[src/core/srac_pkg.sv]
// package: constants and types for the serial register access decoder
package srac_pkg;

    // ****************************************
    // frame layout
    // ****************************************
    localparam int unsigned FRAME_BITS    = 16;
    localparam int unsigned WR_BIT        = 15;
    localparam int unsigned SEL_MSB       = 14;
    localparam int unsigned SEL_LSB       = 12;
    localparam int unsigned DATA_MSB      = 11;

    // ****************************************
    // register selects
    // ****************************************
    localparam logic [2:0] SEL_NOP0       = 3'h0;
    localparam logic [2:0] SEL_SETUP1     = 3'h1;
    localparam logic [2:0] SEL_SETUP2     = 3'h2;
    localparam logic [2:0] SEL_ALERT      = 3'h3;
    localparam logic [2:0] SEL_ALERT_LO   = 3'h4;
    localparam logic [2:0] SEL_ALERT_HI   = 3'h5;
    localparam logic [2:0] SEL_NOP6       = 3'h6;
    localparam logic [2:0] SEL_NOP7       = 3'h7;

    // ****************************************
    // primary setup register fields
    // ****************************************
    localparam int unsigned PAIR_POS      = 11;
    localparam int unsigned ALT_POS       = 10;
    localparam int unsigned STYLE_POS     = 9;
    localparam int unsigned RATIO_MSB     = 8;
    localparam int unsigned RATIO_LSB     = 6;
    localparam logic [11:0] SETUP1_RST    = 12'h000;

    localparam logic [2:0] RATIO_OFF      = 3'h0;
    localparam logic [2:0] RATIO_X8       = 3'h3;
    localparam logic [2:0] RATIO_X32      = 3'h5;

    // ****************************************
    // carriers
    // ****************************************
    typedef struct packed {
        logic       write_flag;
        logic [2:0] register_select;
        logic [11:0] data;
    } srac_cmd_t;

    typedef struct packed {
        logic       channel_pair_select;
        logic       input_alternation_enable;
        logic       averaging_style;
        logic [2:0] averaging_ratio;
        logic [2:0] effective_ratio;
    } srac_cfg_t;

endpackage

[src/core/srac_decoder.sv]
// module: serial command decoder, register read-back and primary setup register
`timescale 1ns/10ps

// Summary of operation
// - every access frame is exactly 16 serial clocks carrying one command word.
// - bit 15 is the write flag, bits 14..12 are the register select.
// - write flag 1 with valid writable select loads the 12 data bits.
// - write flag 0 with valid select returns that register on next frame.
// - read of select 0, 6 or 7 is ignored; next frame returns conversion results.
// - data bits stored only on write with select 1, 2 or 5; otherwise nothing changes.
// - bit 11 channel pair select: 0 first inputs, 1 second inputs.
// - bit 10 alternation enable: 1 cycles between the two inputs.
// - bit 9 averaging style: 0 normal block, 1 rolling.
// - bits 8..6 averaging ratio: 000 off, 001 2x, 010 4x, 011 8x.
// - normal supports up to 32x, rolling only up to 8x.
// - top nibble is the address; all setup fields reset to zero.
// - writes to read-only registers are discarded.
module srac_decoder
    import srac_pkg::*;
#(
    parameter logic [11:0] SETUP2_RST   = 12'h000,
    parameter logic [11:0] ALERT_LO_RST = 12'h800,
    parameter logic [11:0] ALERT_HI_RST = 12'h7ff
) (
    input  wire logic              clk_sys,
    input  wire logic              rst_n,
    input  wire logic              sclk,
    input  wire logic              cs_n,
    input  wire logic              serial_command_in,
    input  wire logic [15:0]       conversion_word,
    input  wire logic [11:0]       alert_status,
    output logic                   primary_serial_out,
    output logic                   frame_done,
    output srac_pkg::srac_cmd_t    last_cmd,
    output srac_pkg::srac_cfg_t    setup_cfg
);
    import srac_pkg::*;

    // ****************************************
    // pin synchronisers
    // ****************************************
    logic [2:0] pins_s;
    srac_sync #(.WIDTH(3)) u_sync (
        .clk_sys (clk_sys),
        .rst_n   (rst_n),
        // select goes in inverted so a flushed synchroniser reads as idle
        .d       ({sclk, ~cs_n, serial_command_in}),
        .q       (pins_s)
    );

    logic sclk_s;
    logic cs_n_s;
    logic cmd_in_s;
    assign sclk_s   = pins_s[2];
    assign cs_n_s   = ~pins_s[1];
    assign cmd_in_s = pins_s[0];

    // ****************************************
    // state
    // ****************************************
    logic        sclk_d_r;
    logic [4:0]  bit_cnt_r;
    logic [15:0] shift_in_r;
    logic [15:0] shift_out_r;
    logic [2:0]  rd_sel_r;
    logic        rd_pend_r;
    logic        done_r;
    srac_cmd_t   cmd_r;
    logic [11:0] setup1_r;
    logic [11:0] setup2_r;
    logic [11:0] alert_lo_r;
    logic [11:0] alert_hi_r;
    logic        cs_active_r;

    logic        sclk_d_nxt;
    logic [4:0]  bit_cnt_nxt;
    logic [15:0] shift_in_nxt;
    logic [15:0] shift_out_nxt;
    logic [2:0]  rd_sel_nxt;
    logic        rd_pend_nxt;
    logic        done_nxt;
    srac_cmd_t   cmd_nxt;
    logic [11:0] setup1_nxt;
    logic [11:0] setup2_nxt;
    logic [11:0] alert_lo_nxt;
    logic [11:0] alert_hi_nxt;
    logic        cs_active_nxt;

    logic        rise;
    logic        fall;
    logic        frame_start;
    logic        frame_end;
    logic [15:0] rx_word;
    srac_cmd_t   rx_cmd;
    logic [15:0] rd_word;
    logic [15:0] load_word;

    // edges found by sampling the link clock
    assign rise        = sclk_s & ~sclk_d_r;
    assign fall        = ~sclk_s & sclk_d_r;
    assign frame_start = cs_n_s == 1'b0 && bit_cnt_r == 5'h0 && !cs_active_r;
    // word taken msb first on rising edges
    assign rx_word     = {shift_in_r[14:0], cmd_in_s};
    assign rx_cmd      = srac_cmd_t'(rx_word);
    assign frame_end   = rise && !cs_n_s && bit_cnt_r == 5'(FRAME_BITS - 1);

    // ****************************************
    // read-back word selection
    // ****************************************
    always_comb begin
        unique case (rd_sel_r)
            // top nibble is the address nibble, write flag position zero
            SEL_SETUP1:   rd_word = {1'b0, SEL_SETUP1, setup1_r};
            SEL_SETUP2:   rd_word = {1'b0, SEL_SETUP2, setup2_r};
            SEL_ALERT:    rd_word = {1'b0, SEL_ALERT, alert_status};
            SEL_ALERT_LO: rd_word = {1'b0, SEL_ALERT_LO, alert_lo_r};
            SEL_ALERT_HI: rd_word = {1'b0, SEL_ALERT_HI, alert_hi_r};
            default:      rd_word = conversion_word;
        endcase
        // a pending read replaces conversion data for one frame only
        load_word = rd_pend_r ? rd_word : conversion_word;
    end

    // ****************************************
    // frame engine
    // ****************************************
    always_comb begin
        sclk_d_nxt    = sclk_s;
        bit_cnt_nxt   = bit_cnt_r;
        shift_in_nxt  = shift_in_r;
        shift_out_nxt = shift_out_r;
        rd_sel_nxt    = rd_sel_r;
        rd_pend_nxt   = rd_pend_r;
        done_nxt      = 1'b0;
        cmd_nxt       = cmd_r;
        cs_active_nxt = !cs_n_s;
        setup1_nxt    = setup1_r;
        setup2_nxt    = setup2_r;
        alert_lo_nxt  = alert_lo_r;
        alert_hi_nxt  = alert_hi_r;
        if (cs_n_s) begin
            // partial frame aborted: nothing is committed
            bit_cnt_nxt = 5'h0;
        end else begin
            if (frame_start) begin
                shift_out_nxt = load_word;
                rd_pend_nxt   = 1'b0;
            end
            if (rise && bit_cnt_r < 5'(FRAME_BITS)) begin
                shift_in_nxt = rx_word;
                bit_cnt_nxt  = bit_cnt_r + 5'h1;
            end
            if (fall && bit_cnt_r != 5'h0) begin
                shift_out_nxt = {shift_out_r[14:0], 1'b0};
            end
        end
        if (frame_end) begin
            done_nxt = 1'b1;
            cmd_nxt  = rx_cmd;
            if (rx_cmd.write_flag) begin
                // only the setup registers and the upper threshold take writes
                unique case (rx_cmd.register_select)
                    SEL_SETUP1:   setup1_nxt   = rx_cmd.data;
                    SEL_SETUP2:   setup2_nxt   = rx_cmd.data;
                    SEL_ALERT_HI: alert_hi_nxt = rx_cmd.data;
                    default:      ;
                endcase
            end else begin
                rd_sel_nxt  = rx_cmd.register_select;
                // nop selects leave conversion output on the next frame
                rd_pend_nxt = !(rx_cmd.register_select == SEL_NOP0 ||
                                rx_cmd.register_select == SEL_NOP6 ||
                                rx_cmd.register_select == SEL_NOP7);
            end
        end
    end

    always_ff @(posedge clk_sys) begin
        if (!rst_n) begin
            sclk_d_r    <= 1'b0;
            bit_cnt_r   <= 5'h0;
            shift_in_r  <= 16'h0000;
            shift_out_r <= 16'h0000;
            rd_sel_r    <= SEL_NOP0;
            rd_pend_r   <= 1'b0;
            done_r      <= 1'b0;
            cmd_r       <= '0;
            cs_active_r <= 1'b0;
            setup1_r    <= SETUP1_RST;
            setup2_r    <= SETUP2_RST;
            alert_lo_r  <= ALERT_LO_RST;
            alert_hi_r  <= ALERT_HI_RST;
        end else begin
            sclk_d_r    <= sclk_d_nxt;
            bit_cnt_r   <= bit_cnt_nxt;
            shift_in_r  <= shift_in_nxt;
            shift_out_r <= shift_out_nxt;
            rd_sel_r    <= rd_sel_nxt;
            rd_pend_r   <= rd_pend_nxt;
            done_r      <= done_nxt;
            cmd_r       <= cmd_nxt;
            cs_active_r <= cs_active_nxt;
            setup1_r    <= setup1_nxt;
            setup2_r    <= setup2_nxt;
            alert_lo_r  <= alert_lo_nxt;
            alert_hi_r  <= alert_hi_nxt;
        end
    end

    // ****************************************
    // outputs
    // ****************************************
    always_comb begin
        setup_cfg.channel_pair_select      = setup1_r[PAIR_POS];
        setup_cfg.input_alternation_enable = setup1_r[ALT_POS];
        setup_cfg.averaging_style          = setup1_r[STYLE_POS];
        setup_cfg.averaging_ratio          = setup1_r[RATIO_MSB:RATIO_LSB];
        // unsupported ratio for the chosen style means no averaging
        if (setup1_r[STYLE_POS] ? setup1_r[RATIO_MSB:RATIO_LSB] > RATIO_X8
                                : setup1_r[RATIO_MSB:RATIO_LSB] > RATIO_X32) begin
            setup_cfg.effective_ratio = RATIO_OFF;
        end else begin
            setup_cfg.effective_ratio = setup1_r[RATIO_MSB:RATIO_LSB];
        end
    end

    assign primary_serial_out = shift_out_r[15];
    assign frame_done         = done_r;
    assign last_cmd           = cmd_r;
endmodule

[src/core/srac_sync.sv]
// module: two-flop synchroniser for pin inputs
`timescale 1ns/10ps
module srac_sync #(
    parameter int unsigned WIDTH = 1
) (
    input  wire logic             clk_sys,
    input  wire logic             rst_n,
    input  wire logic [WIDTH-1:0] d,
    output logic      [WIDTH-1:0] q
);
    logic [WIDTH-1:0] meta_r;
    logic [WIDTH-1:0] q_r;
    logic [WIDTH-1:0] meta_nxt;
    logic [WIDTH-1:0] q_nxt;

    always_comb begin
        meta_nxt = d;
        q_nxt    = meta_r;
    end

    always_ff @(posedge clk_sys) begin
        if (!rst_n) begin
            meta_r <= '0;
            q_r    <= '0;
        end else begin
            meta_r <= meta_nxt;
            q_r    <= q_nxt;
        end
    end

    assign q = q_r;
endmodule

[config.mk]
export PLATFORM = sky130hd
export DESIGN_NAME = srac_decoder
export DESIGN_NICKNAME = d
export VERILOG_FILES = /design/src/core/srac_pkg.sv /design/src/core/srac_decoder.sv /design/src/core/srac_sync.sv
export SDC_FILE = /design/constraint.sdc
export NUM_CORES = 1
export LEC_CHECK = 0
export BUFFER_PORTS_ARGS = -buffer_cell sky130_fd_sc_hd__buf_4
export CAP_MARGIN = 20
export CELL_PAD_IN_SITES_DETAIL_PLACEMENT = 1
export CELL_PAD_IN_SITES_GLOBAL_PLACEMENT = 1
export CORE_AREA = 2 2 132 96
export CTS_CLUSTER_DIAMETER = 30
export DETAILED_ROUTE_END_ITERATION = 12
export DIE_AREA = 0 0 134 98
export PLACE_DENSITY_LB_ADDON = 0.08
export SLEW_MARGIN = 20
export SYNTH_ARGS = -nofsm -noshare
export SYNTH_HDL_FRONTEND = slang
export SYNTH_SLANG_ARGS = --single-unit
[constraint.sdc]
create_clock -name clk_sys -period 3.54 [get_ports clk_sys]
set_input_delay 0.708 -clock clk_sys [delete_from_list [all_inputs] [get_ports clk_sys]]
set_output_delay 0.708 -clock clk_sys [all_outputs]
set_load 0.1 [all_outputs]
==> results of run 1 <==
## state kept, by name (all words and copies together) (netlist names)
signal and count:
last_cmd 16, shift_out_r 16, shift_in_r 15, alert_hi_r 12, setup1_r 12, setup2_r 12
bit_cnt_r 5, rd_sel_r 3, u_sync.meta_r 3, u_sync.q 3, cs_active_r 1, frame_done 1
rd_pend_r 1, sclk_d_r 1
## final timing paths
kind	startpoint	end	slack (ns)	cells after the start
setup / recovery	bit_cnt_r[0]$_SDFFE_PN0P_	setup2_r[6]$_SDFFE_PN0P_	0.79	8
hold / removal	u_sync.meta_r[0]$_SDFF_PN0_	u_sync.q[0]$_SDFF_PN0_	0.43	1
setup reg to reg	bit_cnt_r[0]$_SDFFE_PN0P_	setup2_r[6]$_SDFFE_PN0P_	0.79	8
hold reg to reg	u_sync.meta_r[0]$_SDFF_PN0_	u_sync.q[0]$_SDFF_PN0_	0.43	1
## critical path, delay by kind of cell, from the launching register on
kind                     cells  cell delay (ns)
adder cells (fa/ha/maj)      2             0.35
flip-flops                   1             0.39
buffers and inverters        1             0.24
AND/OR/NAND/NOR              4             1.22
multiplexers                 1             0.43
## logic make-up after synthesis
kind of cell | share of synthesized area
compound gates | 0.181
simple gates | 0.221
flops | 0.434
xor+xnor | 0.00564
buf+inv | 0.0620
fa+ha+maj | 0.00806
mux | 0.0886
## area by class of cell
type	instances	area (um2)
fillers	1415	6560
multi-input cells	374	2350
flip-flops and latches	101	2020
repair buffers	62	465
clock buffers	11	233
well taps	162	203
clock inverters	5	83.8
inverters	9	33.8
## layer usage
| metal | share of wire | routed length (um) | track usage | vias up |
|---|---|---|---|---|
| met5 | 0 | 0 | 0 | - |
| met4 | 0.0092 | 113 | 0.0458 | 0 |
| met3 | 0.031 | 383 | 0.0384 | 13 |
| met2 | 0.46 | 5670 | 0.319 | 63 |
| met1 | 0.50 | 6170 | 0.267 | 1885 |
| li1 | - | - | - | 1874 |
## cells in the mapped netlist (2+ instances only)
cell      number
o311ai_0       6
nand4_1        3
inv_1          9
and2_1         9
nand3_1       12
o211ai_1       6
nand2b_1       6
nor3_1         3
dfxtp_1      101
xor2_1         2
a31oi_1       12
nand2_1      112
a221oi_1       2
clkbuf_1      20
a32o_1         4
buf_1          2
a21oi_1        5
o22ai_1        5
buf_2         13
o21ai_1        2
nor2b_1       28
buf_6          3
nand3b_1       2
nor3b_1        3
ha_1           3
a21boi_0      36
mux2i_1       39
or2_1          2
o21bai_1      10
buf_4          8
nor2_1        17
and4b_1        3
o21ai_0       18
## metrics by stage
| step | instances | cell area [um2] | setup WS, ns |
|---|---|---|---|
| CTS | 724 | 5390 | 0.754 |
| detailed placement | 708 | 5080 | 0.813 |
| finish | 724 | 5390 | 0.792 |
| global placement | 708 | 5070 | 0.771 |
| global route | 724 | 5390 | 0.528 |
| floorplan | 531 | 4660 | 0.234 |
## power by group through the flow
| stage | Sequential [uW] | Clock, uW | Combinational [uW] |
|---|---|---|---|
| 6_report | 1160 | 1050 | 95.8 |
| 5_1_grt | 1160 | 1120 | 105 |
| 4_1_cts | 1160 | 1080 | 96.8 |
| 3_5_place_dp | 1180 | 0 | 96.6 |
| 3_3_place_gp | 1180 | 0 | 95.2 |
| 2_1_floorplan | 1180 | 0 | 55.9 |
==> impl_metrics.env, run 1 <==
export IMPL_synth_area_mm2=0.00466
export IMPL_relSlewSlack=0.375
export IMPL_diodes=0
export IMPL_cts_tree="done"
export IMPL_grt_pass1_wl_um=20300
export IMPL_detail_route_wl_per_cell_um=17.0
export IMPL_worstPathRequired_ns=3.77
export IMPL_yosysWarnings=0
export IMPL_whs_ns=0.433
export IMPL_rsz0062_at_grt="false"
export IMPL_hold_class="flop to flop"
export IMPL_setup_viol=0
export IMPL_drc_errors=0
export IMPL_cts_made_buffers=9
export IMPL_switchingPower_uw=483
export IMPL_nNetsFinal=593
export IMPL_p_comb_frac=0.042
export IMPL_dieArea_mm2=0.0131
export IMPL_via_per_inst=5.30
export IMPL_syn_avg_cell_area_um2=8.77
export IMPL_crit_arrival_ns=2.98
export IMPL_antenna_left=0
export IMPL_finalWirelength_um=12300
export IMPL_grt_usage=0.195
export IMPL_root_buffer="clkbuf_16"
export IMPL_die_h_um=98
export IMPL_ir_worst_vdd_mv=0.230
export IMPL_path_max_fanout=21
export IMPL_p_int_uw=1820
export IMPL_cp_start_kind="flop"
export IMPL_powerDensity_mw_per_mm2=427
export IMPL_coreArea_mm2=0.0120
export IMPL_path_cells="ha_1 -> and3_2 -> ha_1 -> and4b_1 -> buf_4 -> nand4_1 -> mux2i_1 -> nor2b_1"
export IMPL_gp_congestion=0.771
export IMPL_outcome="completed"
export IMPL_final_common_cell="nand2_1"
export IMPL_antenna_found_initial=0
export IMPL_async_reset_ff_frac=0
export IMPL_switching_share=0.210
export IMPL_rows=34
export IMPL_synth_fp_nets=567
export IMPL_hpwlAfterDp_um=8530
export IMPL_hold_viol=0
export IMPL_synth_ff_type="dfxtp_1"
export IMPL_drt_initial_drc_count=181
export IMPL_syn2layout_area_growth_pct=15.8
export IMPL_place_port_buffers=59
export IMPL_synth_cell_type_count=58
export IMPL_initial_core_util=0.390
export IMPL_maxCapViolCount=0
export IMPL_dr_pass1_iters=4
export IMPL_synth_top_area_cell="dfxtp_1"
export IMPL_maxSlewViolCount=0
export IMPL_total_power_uw=2310
export IMPL_ys_seq_area_frac=0.434
export IMPL_clk_latency_ns=0.34
export IMPL_cts_sinks=101
export IMPL_fin_util=0.451
export IMPL_synth_edf_count=0
export IMPL_pwr_share_clk=0.457
export IMPL_synth_top_area_frac=0.434
export IMPL_fmax_ghz=0.364
export IMPL_final_cell_mix="nand2_1 (112), dfxtp_1 (101), buf_4 (62)"
export IMPL_crit_path_top_delay_cell="nand4_1"
export IMPL_post_cts_buffers=0
export IMPL_post_cts_resized=0
export IMPL_power_frac_seq=0.502
export IMPL_htree_levels=3
export IMPL_vias=3835
export IMPL_grt_ovfl_total=0
export IMPL_ios=60
export IMPL_end_kind="flop"
export IMPL_synth_ff_latch_count=101
export IMPL_fin_skew_ns=0.0103
export IMPL_grt_pass1_vias=3889
export IMPL_postSynthCellCount=531
export IMPL_criticalPathCategory="flop to flop"
export IMPL_min_period_over_period=0.776
export IMPL_clockBufferDepth=2
export IMPL_clk_pin_slew_ns=0.07
export IMPL_ctsHoldBuffers=0
export IMPL_die_w_um=134
export IMPL_slowest_delay_ns=0.77
export IMPL_p_leak_uw=0.00198
export IMPL_crit_path_frequent_cell="ha_1"
export IMPL_post_route_min_period_ns=2.75
export IMPL_grt_max_degree=99
export IMPL_synth_top_cells_by_area="dfxtp_1 (43%), nand2_1 (9.0%), mux2i_1 (8.4%)"
export IMPL_tightest_slew_ns=0.933
export IMPL_drive_above_1_share=0.158
export IMPL_fin_setup_tns_ns=0
Power figures use the tool's default switching activity.
==> run 2, diff against run 1 <==
Settings changed: CORE_AREA 2 2 132 96 to 2 2 134 97, DIE_AREA 0 0 134 98 to 0 0 136 99.
Clock period 3.54 ns to 2.2 ns, I/O delays scaled along.
==> impl_metrics.env, run 2 (same netlist as run 1, synthesis figures left out) <==
export IMPL_outcome="completed"
export IMPL_drive_above_1_share=0.201
export IMPL_dr_pass1_iters=4
export IMPL_root_buffer="clkbuf_16"
export IMPL_grt_pass1_wl_um=21100
export IMPL_path_cells="buf_12 -> nand2b_1 -> o311ai_0 -> o221ai_1 -> a31oi_1"
export IMPL_power_frac_seq=0.500
export IMPL_cp_num_buf_inv=1
export IMPL_hold_viol=0
export IMPL_maxCapViolCount=0
export IMPL_dp_cells=730
export IMPL_hold_class="primary input to flop"
export IMPL_initial_core_util=0.383
export IMPL_grt_pass1_vias=4081
export IMPL_tightest_slew_ns=0.562
export IMPL_rsz0062_at_grt="false"
export IMPL_die_w_um=136
export IMPL_final_cell_mix="nand2_1 (112), dfxtp_1 (100), buf_4 (84)"
export IMPL_worstPathRequired_ns=2.47
export IMPL_cts_made_buffers=9
export IMPL_final_common_cell="nand2_1"
export IMPL_clk_pin_slew_ns=0.07
export IMPL_setup_viol=0
export IMPL_grt_ovfl_total=0
export IMPL_placed_area_mm2=0.00528
export IMPL_cp_start_kind="flop"
export IMPL_nNetsFinal=619
export IMPL_clockBufferDepth=2
export IMPL_n_fill_cell=1431
export IMPL_register_area_mm2=0.00202
export IMPL_end_kind="flop"
export IMPL_diodes=0
export IMPL_powerDensity_mw_per_mm2=661
export IMPL_criticalPathCategory="flop to flop"
export IMPL_place_port_buffers=59
export IMPL_pre_cts_ws_ns=0.148
export IMPL_cts_tree="done"
export IMPL_crit_path_top_delay_cell="dfxtp_1"
export IMPL_htree_levels=3
export IMPL_fin_skew_ns=0.00785
export IMPL_maxSlewViolCount=0
export IMPL_post_route_min_period_ns=2.05
export IMPL_drt_initial_drc_count=155
export IMPL_antenna_left=0
export IMPL_crit_arrival_ns=2.32
export IMPL_rrSetupSlack_ns=0.15
export IMPL_gp_congestion=0.798
export IMPL_path_max_fanout=11
export IMPL_min_period_over_period=0.934
export IMPL_pwr_share_clk=0.454
export IMPL_grt_max_degree=40
export IMPL_fin_setup_tns_ns=0
export IMPL_antenna_found_initial=0
export IMPL_p_leak_uw=0.00213
export IMPL_instances_no_fill=750
export IMPL_hpwlAfterDp_um=9250
export IMPL_multi_input_area_mm2=0.00235
export IMPL_fin_util=0.463
export IMPL_cp_top_family="compound AO/OA/AOI/OAI gates"
export IMPL_ctsHoldBuffers=0
export IMPL_rows=34
export IMPL_cts_sinks=101
export IMPL_stdcell_area_mm2=0.00564
export IMPL_ir_worst_vdd_mv=0.437
export IMPL_finalWirelength_um=13000
export IMPL_fin_ws_ns=0.146
export IMPL_dieArea_mm2=0.0135
export IMPL_ios=60
export IMPL_die_h_um=99
export IMPL_grt_usage=0.200
export IMPL_switchingPower_uw=786
export IMPL_via_per_inst=5.20
export IMPL_slowest_delay_ns=0.58
export IMPL_switching_share=0.211
export IMPL_vias=3901
export IMPL_drc_errors=0
export IMPL_p_comb_frac=0.046
export IMPL_p_int_uw=2940
export IMPL_clk_latency_ns=0.35
export IMPL_coreArea_mm2=0.0122
export IMPL_syn2layout_area_growth_pct=21.1
export IMPL_detail_route_wl_per_cell_um=17.3
export IMPL_fmax_ghz=0.487
export IMPL_relSlewSlack=0.621
==> run 2: metrics by stage <==
| step | hold WS (ns) | power, uW |
|---|---|---|
| after floorplan | 0.412 | 2000 |
| after global placement | 0.419 | 2060 |
| after detailed placement | 0.423 | 2070 |
| after CTS | 0.235 | 3770 |
| after global routing | 0.239 | 3860 |
| final | 0.245 | 3730 |
==> run 2: final timing paths <==
path	cells past startpoint	startpoint	end
worst max-delay path	5	rd_sel_r[0]$_SDFFE_PN0P_	shift_out_r[11]$_SDFFE_PN0P_
worst max register to register	5	rd_sel_r[0]$_SDFFE_PN0P_	shift_out_r[11]$_SDFFE_PN0P_
worst min-delay path	2	cs_n	u_sync.meta_r[1]$_SDFF_PN0_
worst min register to register	1	u_sync.meta_r[2]$_SDFF_PN0_	u_sync.q[2]$_SDFF_PN0_
==> run 2: area by class of cell <==
class	instances	share of cell area
well taps	162	0.0359
clock inverters	6	0.0153
repair buffers	88	0.126
multi-input cells	374	0.417
clock buffers	10	0.0406
inverters	9	0.00599
flip-flops and latches	101	0.359
==> run 2: power groups by stage <==
stage               registers, uW  clock network [uW]  logic (uW)
floorplan                    1910                   0        90.0
global placement             1900                   0         162
detailed placement           1900                   0         166
CTS                          1860                1740         167
global route                 1860                1810         190
finish                       1860                1690         173
==> run 2: worst register-to-register path: cells and delay by family, from the launching register on <==
| family | cells | cell delay, ns |
|---|---|---|
| buffers and inverters | 1 | 0.20 |
| AND/OR/NAND/NOR | 1 | 0.18 |
| flip-flops | 1 | 0.58 |
| AO/OA/AOI/OAI | 3 | 1.01 |
==> run 2: metal layers <==
layer	vias up	GRT usage	wire, um
li1	1919	-	-
met4	0	0.0569	129
met3	10	0.0324	311
met1	1917	0.277	6550
met2	55	0.323	6000
met5	-	0	0
==> run 2: repair_timing <==
action	CTS	global route
setup buffers	0	4
setup endpoints to repair	0	9
hold endpoints to repair	0	0
resized for setup	0	2
